--- src/ipl_consts.svh ---
/*
 * Constants of the interrupt priority level block: register offsets,
 * field positions, reset values and level codes.
 * Assumes inclusion by bare name from the design files.
 */
// Function
// - Three-bit CPU priority level, 000 lowest
// - Enable set: CPU ranked at held level
// - Auto set on: hardware updates, writes ignored
// - Four 3-bit level fields per register
// - Levels rank all sources except non-maskable
// - Field code 000 lowest, 111 highest
// - Any written 000 to 111 is stored
// - Bits 15,11,7,3 reserved: read zero
// - Enable clear: CPU always lowest priority
// - Auto set copies CPU interrupt mask
// - Three-bit transfer controller level, compared
`ifndef IPL_CONSTS_SVH
`define IPL_CONSTS_SVH

`define IPL_ADDR_W          8
`define IPL_OFF_CPU_CTRL    8'h00
`define IPL_OFF_LEVEL_BASE  8'h04
`define IPL_OFF_LEVEL_LAST  8'h24
`define IPL_NUM_LEVEL_REGS  9
`define IPL_NUM_SRC         36
`define IPL_FIELDS_PER_REG  4
`define IPL_FIELD_W         3
`define IPL_FIELD_STRIDE    4

`define IPL_CTRL_PCE_BIT    7
`define IPL_CTRL_XFER_HI    6
`define IPL_CTRL_XFER_LO    4
`define IPL_CTRL_AUTO_BIT   3
`define IPL_CTRL_CPU_HI     2
`define IPL_CTRL_CPU_LO     0
`define IPL_CTRL_RESET      8'h00

`define IPL_LEVEL_RESET     16'h7777
`define IPL_LEVEL_FIELD_RST 3'h7
`define IPL_LEVEL_LOWEST    3'h0
`define IPL_LEVEL_HIGHEST   3'h7

`endif

--- src/ipl_pkg.sv ---
/*
 * Types shared by the interrupt priority level block.
 * Assumes nothing beyond a SystemVerilog compiler.
 */
package ipl_pkg;
    typedef logic [2:0] ipl_level_t;
    typedef enum logic { IPL_MASK_SINGLE_BIT, IPL_MASK_THREE_BIT } ipl_mask_mode_t;
endpackage

--- src/ipl_level_reg.sv ---
/*
 * One interrupt level register: four 3-bit level fields.
 * Assumes a write strobe already qualified by the bus slave.
 */
`timescale 1ns/1ps
`include "ipl_consts.svh"
module ipl_level_reg (
    input  wire logic              clk,
    input  wire logic              rst_n,
    input  wire logic              wrEn,
    input  wire logic [1:0]        byteEn,
    input  wire logic [15:0]       wrData,
    output ipl_pkg::ipl_level_t    fieldLevel [4],
    output logic [15:0]            readValue
);
    always_ff @(posedge clk) begin
        for (int k = 0; k < `IPL_FIELDS_PER_REG; k++) begin
            if (!rst_n) begin
                fieldLevel[k] <= `IPL_LEVEL_FIELD_RST;
            end else if (wrEn && byteEn[k/2]) begin
                // Every code is legal, so no filtering here
                fieldLevel[k] <= wrData[k*`IPL_FIELD_STRIDE +: `IPL_FIELD_W];
            end
        end
    end

    // Reserved bits never stored, always zero
    assign readValue = {1'b0, fieldLevel[3], 1'b0, fieldLevel[2],
                        1'b0, fieldLevel[1], 1'b0, fieldLevel[0]};
endmodule // ipl_level_reg

--- src/ipl_cpu_prio_ctrl.sv ---
/*
 * CPU priority control register with automatic level update.
 * Assumes the mask inputs come from CPU logic on the same clock.
 */
`timescale 1ns/1ps
`include "ipl_consts.svh"
module ipl_cpu_prio_ctrl (
    input  wire logic                    clk,
    input  wire logic                    rst_n,
    input  wire logic                    wrEn,
    input  wire logic [7:0]              wrData,
    input  wire ipl_pkg::ipl_mask_mode_t maskMode,
    input  wire logic                    maskBit,
    input  wire ipl_pkg::ipl_level_t     maskLevel,
    output logic                         prioCtrlEnable,
    output ipl_pkg::ipl_level_t          xferLevel,
    output logic                         autoSetEnable,
    output ipl_pkg::ipl_level_t          cpuLevel,
    output logic [7:0]                   readValue
);
    ipl_pkg::ipl_level_t maskValue;

    // Named so its fields can be selected
    localparam logic [7:0] CTRL_RST = `IPL_CTRL_RESET;

    // A set single mask bit blocks everything, so it maps to the top level
    always_comb begin
        case (maskMode)
            ipl_pkg::IPL_MASK_SINGLE_BIT:
                maskValue = maskBit ? `IPL_LEVEL_HIGHEST : `IPL_LEVEL_LOWEST;
            ipl_pkg::IPL_MASK_THREE_BIT: maskValue = maskLevel;
            default: maskValue = maskLevel;
        endcase
    end

    always_ff @(posedge clk) begin
        if (!rst_n) begin
            prioCtrlEnable <= CTRL_RST[`IPL_CTRL_PCE_BIT];
            xferLevel      <= CTRL_RST[`IPL_CTRL_XFER_HI:`IPL_CTRL_XFER_LO];
            autoSetEnable  <= CTRL_RST[`IPL_CTRL_AUTO_BIT];
        end else if (wrEn) begin
            prioCtrlEnable <= wrData[`IPL_CTRL_PCE_BIT];
            xferLevel      <= wrData[`IPL_CTRL_XFER_HI:`IPL_CTRL_XFER_LO];
            autoSetEnable  <= wrData[`IPL_CTRL_AUTO_BIT];
        end
    end

    always_ff @(posedge clk) begin
        if (!rst_n) begin
            cpuLevel <= CTRL_RST[`IPL_CTRL_CPU_HI:`IPL_CTRL_CPU_LO];
        end else if (autoSetEnable) begin
            cpuLevel <= maskValue;
        end else if (wrEn) begin
            cpuLevel <= wrData[`IPL_CTRL_CPU_HI:`IPL_CTRL_CPU_LO];
        end
    end

    assign readValue = {prioCtrlEnable, xferLevel, autoSetEnable, cpuLevel};
endmodule // ipl_cpu_prio_ctrl

--- src/ipl_priority_levels.sv ---
/*
 * Interrupt priority level block: APB register slave, CPU priority
 * control, level registers and highest-level pending source selection.
 * Assumes request and mask inputs come from logic on the same clock.
 */
`timescale 1ns/1ps
`include "ipl_consts.svh"
module ipl_priority_levels (
    input  wire logic                    clk,
    input  wire logic                    rst_n,
    input  wire logic [7:0]              paddr,
    input  wire logic                    psel,
    input  wire logic                    penable,
    input  wire logic                    pwrite,
    input  wire logic [31:0]             pwdata,
    input  wire logic [3:0]              pstrb,
    output logic [31:0]                  prdata,
    output logic                         pready,
    output logic                         pslverr,
    input  wire logic [35:0]             intReq,
    input  wire logic                    nmiReq,
    input  wire ipl_pkg::ipl_mask_mode_t maskMode,
    input  wire logic                    maskBit,
    input  wire ipl_pkg::ipl_level_t     maskLevel,
    output ipl_pkg::ipl_level_t          cpuRankLevel,
    output ipl_pkg::ipl_level_t          xferRankLevel,
    output logic                         cpuOverXfer,
    output logic                         pendValid,
    output logic [5:0]                   pendId,
    output ipl_pkg::ipl_level_t          pendLevel,
    output logic                         nmiPending
);
    logic                prioCtrlEnable;
    logic                autoSetEnable;
    ipl_pkg::ipl_level_t xferLevel;
    ipl_pkg::ipl_level_t cpuLevel;
    logic [7:0]          ctrlRead;
    logic [15:0]         levelRead [`IPL_NUM_LEVEL_REGS];
    ipl_pkg::ipl_level_t srcLevel [`IPL_NUM_SRC];
    logic                accessPhase;
    logic                accessDone;
    logic                ctrlHit;
    logic                levelHit;
    logic [3:0]          levelIdx;
    logic                ready_q;
    logic                err_q;
    logic [31:0]         rdata_q;
    logic [31:0]         rdata_d;

    // Level registers sit one word apart after the control register
    function automatic logic [3:0] levelIndexOf(input logic [7:0] addr);
        logic [7:0] rel;
        rel = addr - `IPL_OFF_LEVEL_BASE;
        return rel[5:2];
    endfunction

    function automatic logic isLevelAddr(input logic [7:0] addr);
        return addr[1:0] == 2'h0 && addr >= `IPL_OFF_LEVEL_BASE &&
               addr <= `IPL_OFF_LEVEL_LAST;
    endfunction

    assign accessPhase = psel && penable;
    assign accessDone  = accessPhase && ready_q;
    assign ctrlHit     = paddr == `IPL_OFF_CPU_CTRL;
    assign levelHit    = isLevelAddr(paddr);
    assign levelIdx    = levelIndexOf(paddr);

    // One wait state keeps pready and prdata straight from flip-flops
    always_ff @(posedge clk) begin
        if (!rst_n) begin
            ready_q <= 1'b0;
            err_q   <= 1'b0;
        end else if (accessPhase && !ready_q) begin
            ready_q <= 1'b1;
            err_q   <= !(ctrlHit || levelHit);
        end else begin
            ready_q <= 1'b0;
            err_q   <= 1'b0;
        end
    end

    always_comb begin
        rdata_d = 32'h0000_0000;
        if (ctrlHit) begin
            rdata_d = {24'h00_0000, ctrlRead};
        end else if (levelHit) begin
            rdata_d = {16'h0000, levelRead[levelIdx]};
        end
    end

    always_ff @(posedge clk) begin
        if (!rst_n) begin
            rdata_q <= 32'h0000_0000;
        end else if (accessPhase && !ready_q && !pwrite) begin
            rdata_q <= rdata_d;
        end else begin
            // Read data stands only in the ready cycle
            rdata_q <= 32'h0000_0000;
        end
    end

    assign prdata  = rdata_q;
    assign pready  = ready_q;
    assign pslverr = err_q;

    ipl_cpu_prio_ctrl u_ctrl (
        .clk            (clk),
        .rst_n          (rst_n),
        .wrEn           (accessDone && pwrite && ctrlHit && pstrb[0]),
        .wrData         (pwdata[7:0]),
        .maskMode       (maskMode),
        .maskBit        (maskBit),
        .maskLevel      (maskLevel),
        .prioCtrlEnable (prioCtrlEnable),
        .xferLevel      (xferLevel),
        .autoSetEnable  (autoSetEnable),
        .cpuLevel       (cpuLevel),
        .readValue      (ctrlRead)
    );

    for (genvar r = 0; r < `IPL_NUM_LEVEL_REGS; r++) begin : g_level
        ipl_pkg::ipl_level_t fields [4];
        ipl_level_reg u_reg (
            .clk        (clk),
            .rst_n      (rst_n),
            .wrEn       (accessDone && pwrite && levelHit &&
                         levelIdx == 4'(r)),
            .byteEn     (pstrb[1:0]),
            .wrData     (pwdata[15:0]),
            .fieldLevel (fields),
            .readValue  (levelRead[r])
        );
        for (genvar k = 0; k < `IPL_FIELDS_PER_REG; k++) begin : g_field
            assign srcLevel[r*`IPL_FIELDS_PER_REG + k] = fields[k];
        end
    end

    // Disabled control leaves the CPU at the bottom whatever it holds
    always_ff @(posedge clk) begin
        if (!rst_n) begin
            cpuRankLevel  <= `IPL_LEVEL_LOWEST;
            xferRankLevel <= `IPL_LEVEL_LOWEST;
            cpuOverXfer   <= 1'b0;
        end else begin
            cpuRankLevel  <= prioCtrlEnable ? cpuLevel
                                            : `IPL_LEVEL_LOWEST;
            xferRankLevel <= xferLevel;
            cpuOverXfer   <= prioCtrlEnable && cpuLevel > xferLevel;
        end
    end

    // Ties go to the lower source number
    ipl_pkg::ipl_level_t bestLevel;
    logic [5:0]          bestId;
    logic                bestFound;

    always_comb begin
        bestLevel = `IPL_LEVEL_LOWEST;
        bestId    = 6'h00;
        bestFound = 1'b0;
        for (int i = 0; i < `IPL_NUM_SRC; i++) begin
            if (intReq[i] && (!bestFound || srcLevel[i] > bestLevel)) begin
                bestLevel = srcLevel[i];
                bestId    = 6'(i);
                bestFound = 1'b1;
            end
        end
    end

    always_ff @(posedge clk) begin
        if (!rst_n) begin
            pendValid <= 1'b0;
            pendId    <= 6'h00;
            pendLevel <= `IPL_LEVEL_LOWEST;
        end else begin
            pendValid <= bestFound;
            pendId    <= bestId;
            pendLevel <= bestLevel;
        end
    end

    // Non-maskable request bypasses all level fields
    always_ff @(posedge clk) begin
        if (!rst_n) begin
            nmiPending <= 1'b0;
        end else begin
            nmiPending <= nmiReq;
        end
    end
endmodule // ipl_priority_levels

--- config.mk ---
export PLATFORM = sky130hd
export DESIGN_NAME = ipl_priority_levels
export DESIGN_NICKNAME = d
export VERILOG_FILES = /design/src/ipl_pkg.sv /design/src/ipl_level_reg.sv /design/src/ipl_cpu_prio_ctrl.sv /design/src/ipl_priority_levels.sv
export VERILOG_INCLUDE_DIRS = /design/src
export SDC_FILE = /design/constraint.sdc
export NUM_CORES = 1
export LEC_CHECK = 0
export BUFFER_PORTS_ARGS = -buffer_cell sky130_fd_sc_hd__buf_2
export CAP_MARGIN = 20
export CELL_PAD_IN_SITES_DETAIL_PLACEMENT = 0
export CELL_PAD_IN_SITES_GLOBAL_PLACEMENT = 2
export CORE_MARGIN = 4
export CORE_UTILIZATION = 38
export DETAILED_ROUTE_END_ITERATION = 8
export PLACE_DENSITY = 0.85
export REMOVE_ABC_BUFFERS = 1
export SLEW_MARGIN = 40
export SYNTH_ARGS = -nofsm -noshare
export SYNTH_HDL_FRONTEND = slang
export SYNTH_SLANG_ARGS = --single-unit
--- constraint.sdc ---
create_clock -name clk -period 103.5 [get_ports clk]
set_input_delay 10.35 -clock clk [delete_from_list [all_inputs] [get_ports clk]]
set_output_delay 10.35 -clock clk [all_outputs]
set_load 0.02 [all_outputs]
==> qor.yml <==
grt-ovfl-total: 0
slew_headroom_pct: 41.1
die_h_um: 181
hold_viol: 0
start_util_pct: 38.5
cp-start-kind: "input pin"
post-cts-setup-buffers: 0
drt_iter0_markers: 889
clock.fmax_mhz: 14.9
finalCritPeriodShare_pct: 64.8
synth_area_leaders: "dfxtp_1, ha_1, mux2i_1, nand2_1, mux4_2"
fin_ws_ps: 36400
crit_type: "input pin to flop"
layout-drive-gt1-share_pct: 15.0
drc_errors: 0
yosys_register_bits: 150
io_pins: 143
grt_pass1_wl_mm: 57.5
synth.distinct_cells: 89
crit_fanout: 14
grt_use_total_pct: 22.2
reg2reg_depth: 259
tightestPinTransition_ps: 875
r2r-end: "pendId[2]$_SDFF_PP0_"
synthTopCellsByCount: "nand2_1, dfxtp_1, inv_1"
cts.clk_slew.worst_paths_ps: 70
postRouteAntennaNets: 0
grt_max_degree: 79
dpl_worst_slack_ps: 36530
drv_cap: 0
whs_ps: 492
slowest_stage: "a21boi_0"
clk_path_buf_depth: 2
r2r_start: "g_level[0].u_reg.fieldLevel[10]$_SDFFE_PN1P_"
outcome: "completed"
nFillCells: 3049
setup_viol_count_final: 0
vias: 10600
synth-async-reset-ratio_pct: 0
hp-class: "flop to flop"
crit_start: "intReq[0]"
synthToLayoutAreaGrowth_pct: 12.7
clock-sinks: 150
row_count: 63
die_area_um2: 32900
die_w_um: 181
synthFlopType: "dfxtp_1"
syn_avg_cell_area_um2: 8.06
syn_area_um2: 11400
cts_buffers: 17
finClkSkew_ps: 12.5
synth_top_cell_area_share_pct: 26.3
postSynthCellCount: 1417
cts_tree: "done"
min_period_ps: 67100
cp_data_arrival_time_ps: 67450
rsz0062_at_grt: "no"
antenna_found_initial: 0
finalNetCount: 1667
fin_setup_tns_ps: 0
final_max_slew_viol_count: 0
dpl.hpwl_mm: 29.7
routed_via_density: 5.58
dr.pass1.iters: 5
insertion_delay_ps: 430
r2r_slack_ps: 46100
ys_seq_area_share_pct: 26.3
synth_edf_count: 0
critPathCapture: "pendId[2]$_SDFF_PP0_"
routedWlPerCell_um: 20.0
n_antenna_cell: 0
io_buffers: 104
yosys_warnings: 0
synth_top_area_cell: "dfxtp_1"
cts_resized: 0
core_area_um2: 29600
end_kind: "flop"
critPathMaxStageDelay_ps: 580
htreeDepth: 4
fin_util_pct: 43.4
cts_hold_buf: 0
crit_top_cell: "a21oi_1"
critPathRequiredTime_ps: 103860
root_buffer: "clkbuf_16"
grt_pass1_vias: 9835
routed_wl_mm: 37.8
yosysMostFrequentCell: "nand2_1"
place.gp.congestion: 0.906
-- worst max-delay path: cells and delay by family --
kind            cells  cell delay, ps
simple gates       53            9730
buf+inv            14            1130
mux                 7            2770
fa+ha+maj          42           11790
compound gates    144           31500
-- how the worst min path moves through the flow --
stage / from / to / slack, ps / cells after the start
after floorplan: u_ctrl.cpuLevel[0]$_SDFFE_PN0P_ / prdata[0]$_SDFF_PN0_ / 440 / 2
after global placement: u_ctrl.xferLevel[2]$_SDFFE_PN0P_ / prdata[6]$_SDFF_PN0_ / 470 / 2
after detailed placement: u_ctrl.xferLevel[2]$_SDFFE_PN0P_ / prdata[6]$_SDFF_PN0_ / 480 / 2
after CTS: u_ctrl.xferLevel[1]$_SDFFE_PN0P_ / prdata[5]$_SDFF_PN0_ / 500 / 2
after global routing: u_ctrl.xferLevel[2]$_SDFFE_PN0P_ / prdata[6]$_SDFF_PN0_ / 520 / 2
final: u_ctrl.xferLevel[1]$_SDFFE_PN0P_ / prdata[5]$_SDFF_PN0_ / 490 / 2
-- metrics by stage --
stage / area, µm² / instances
2_1_floorplan: 11100 / 1359
3_3_place_gp: 12200 / 1861
3_5_place_dp: 12200 / 1861
4_1_cts: 12900 / 1893
5_1_grt: 12900 / 1893
6_report: 12900 / 1893
-- layer usage --
layer	vias up	track usage (%)	wire length (µm)
li1	5224	-	-
met3	43	3.89	1850
met1	5030	29.9	17400
met2	274	37.3	17900
met4	0	4.95	648
met5	-	0	0
-- cells by family after synthesis --
family          after synthesis  share of synthesized area (%)
xor+xnor                      4                          0.307
mux                         145                           15.5
compound gates              355                           21.2
flops                       150                           26.3
fa+ha+maj                    94                           10.1
other cells                   1                         0.0329
buf+inv                     189                           6.87
simple gates                479                           19.6
-- cell type report --
class                           instances  area, µm²  area share (%)
Timing Repair Buffer                  112        583            4.53
Inverter                              114        428            3.33
Sequential cell                       150       3000            23.3
Multi-Input combinational cell       1095       7750            60.2
Clock inverter                         12        168            1.30
Tap cell                              390        488            3.79
Clock buffer                           20        447            3.47
-- flip-flops by register name (all words and copies together), names as in the netlist, 3 cells and up --
signal / cells
g_level.u_reg.fieldLevel: 108
prdata: 14
pendId: 6
cpuRankLevel: 3
pendLevel: 3
u_ctrl.cpuLevel: 3
u_ctrl.xferLevel: 3
xferRankLevel: 3
-- layout by cell type (no fill, tap or decap), types with 25 or more instances in the layout --
cell,instances
a21oi_1,105
buf_2,103
dfxtp_1,150
ha_1,86
inv_1,114
mux2i_1,107
nand2_1,240
nand3_1,28
nor2_1,72
o211ai_1,25
o21ai_0,47
Power is not shown: default switching activity piles up to over one toggle a cycle in this logic, so the estimate is an artifact.
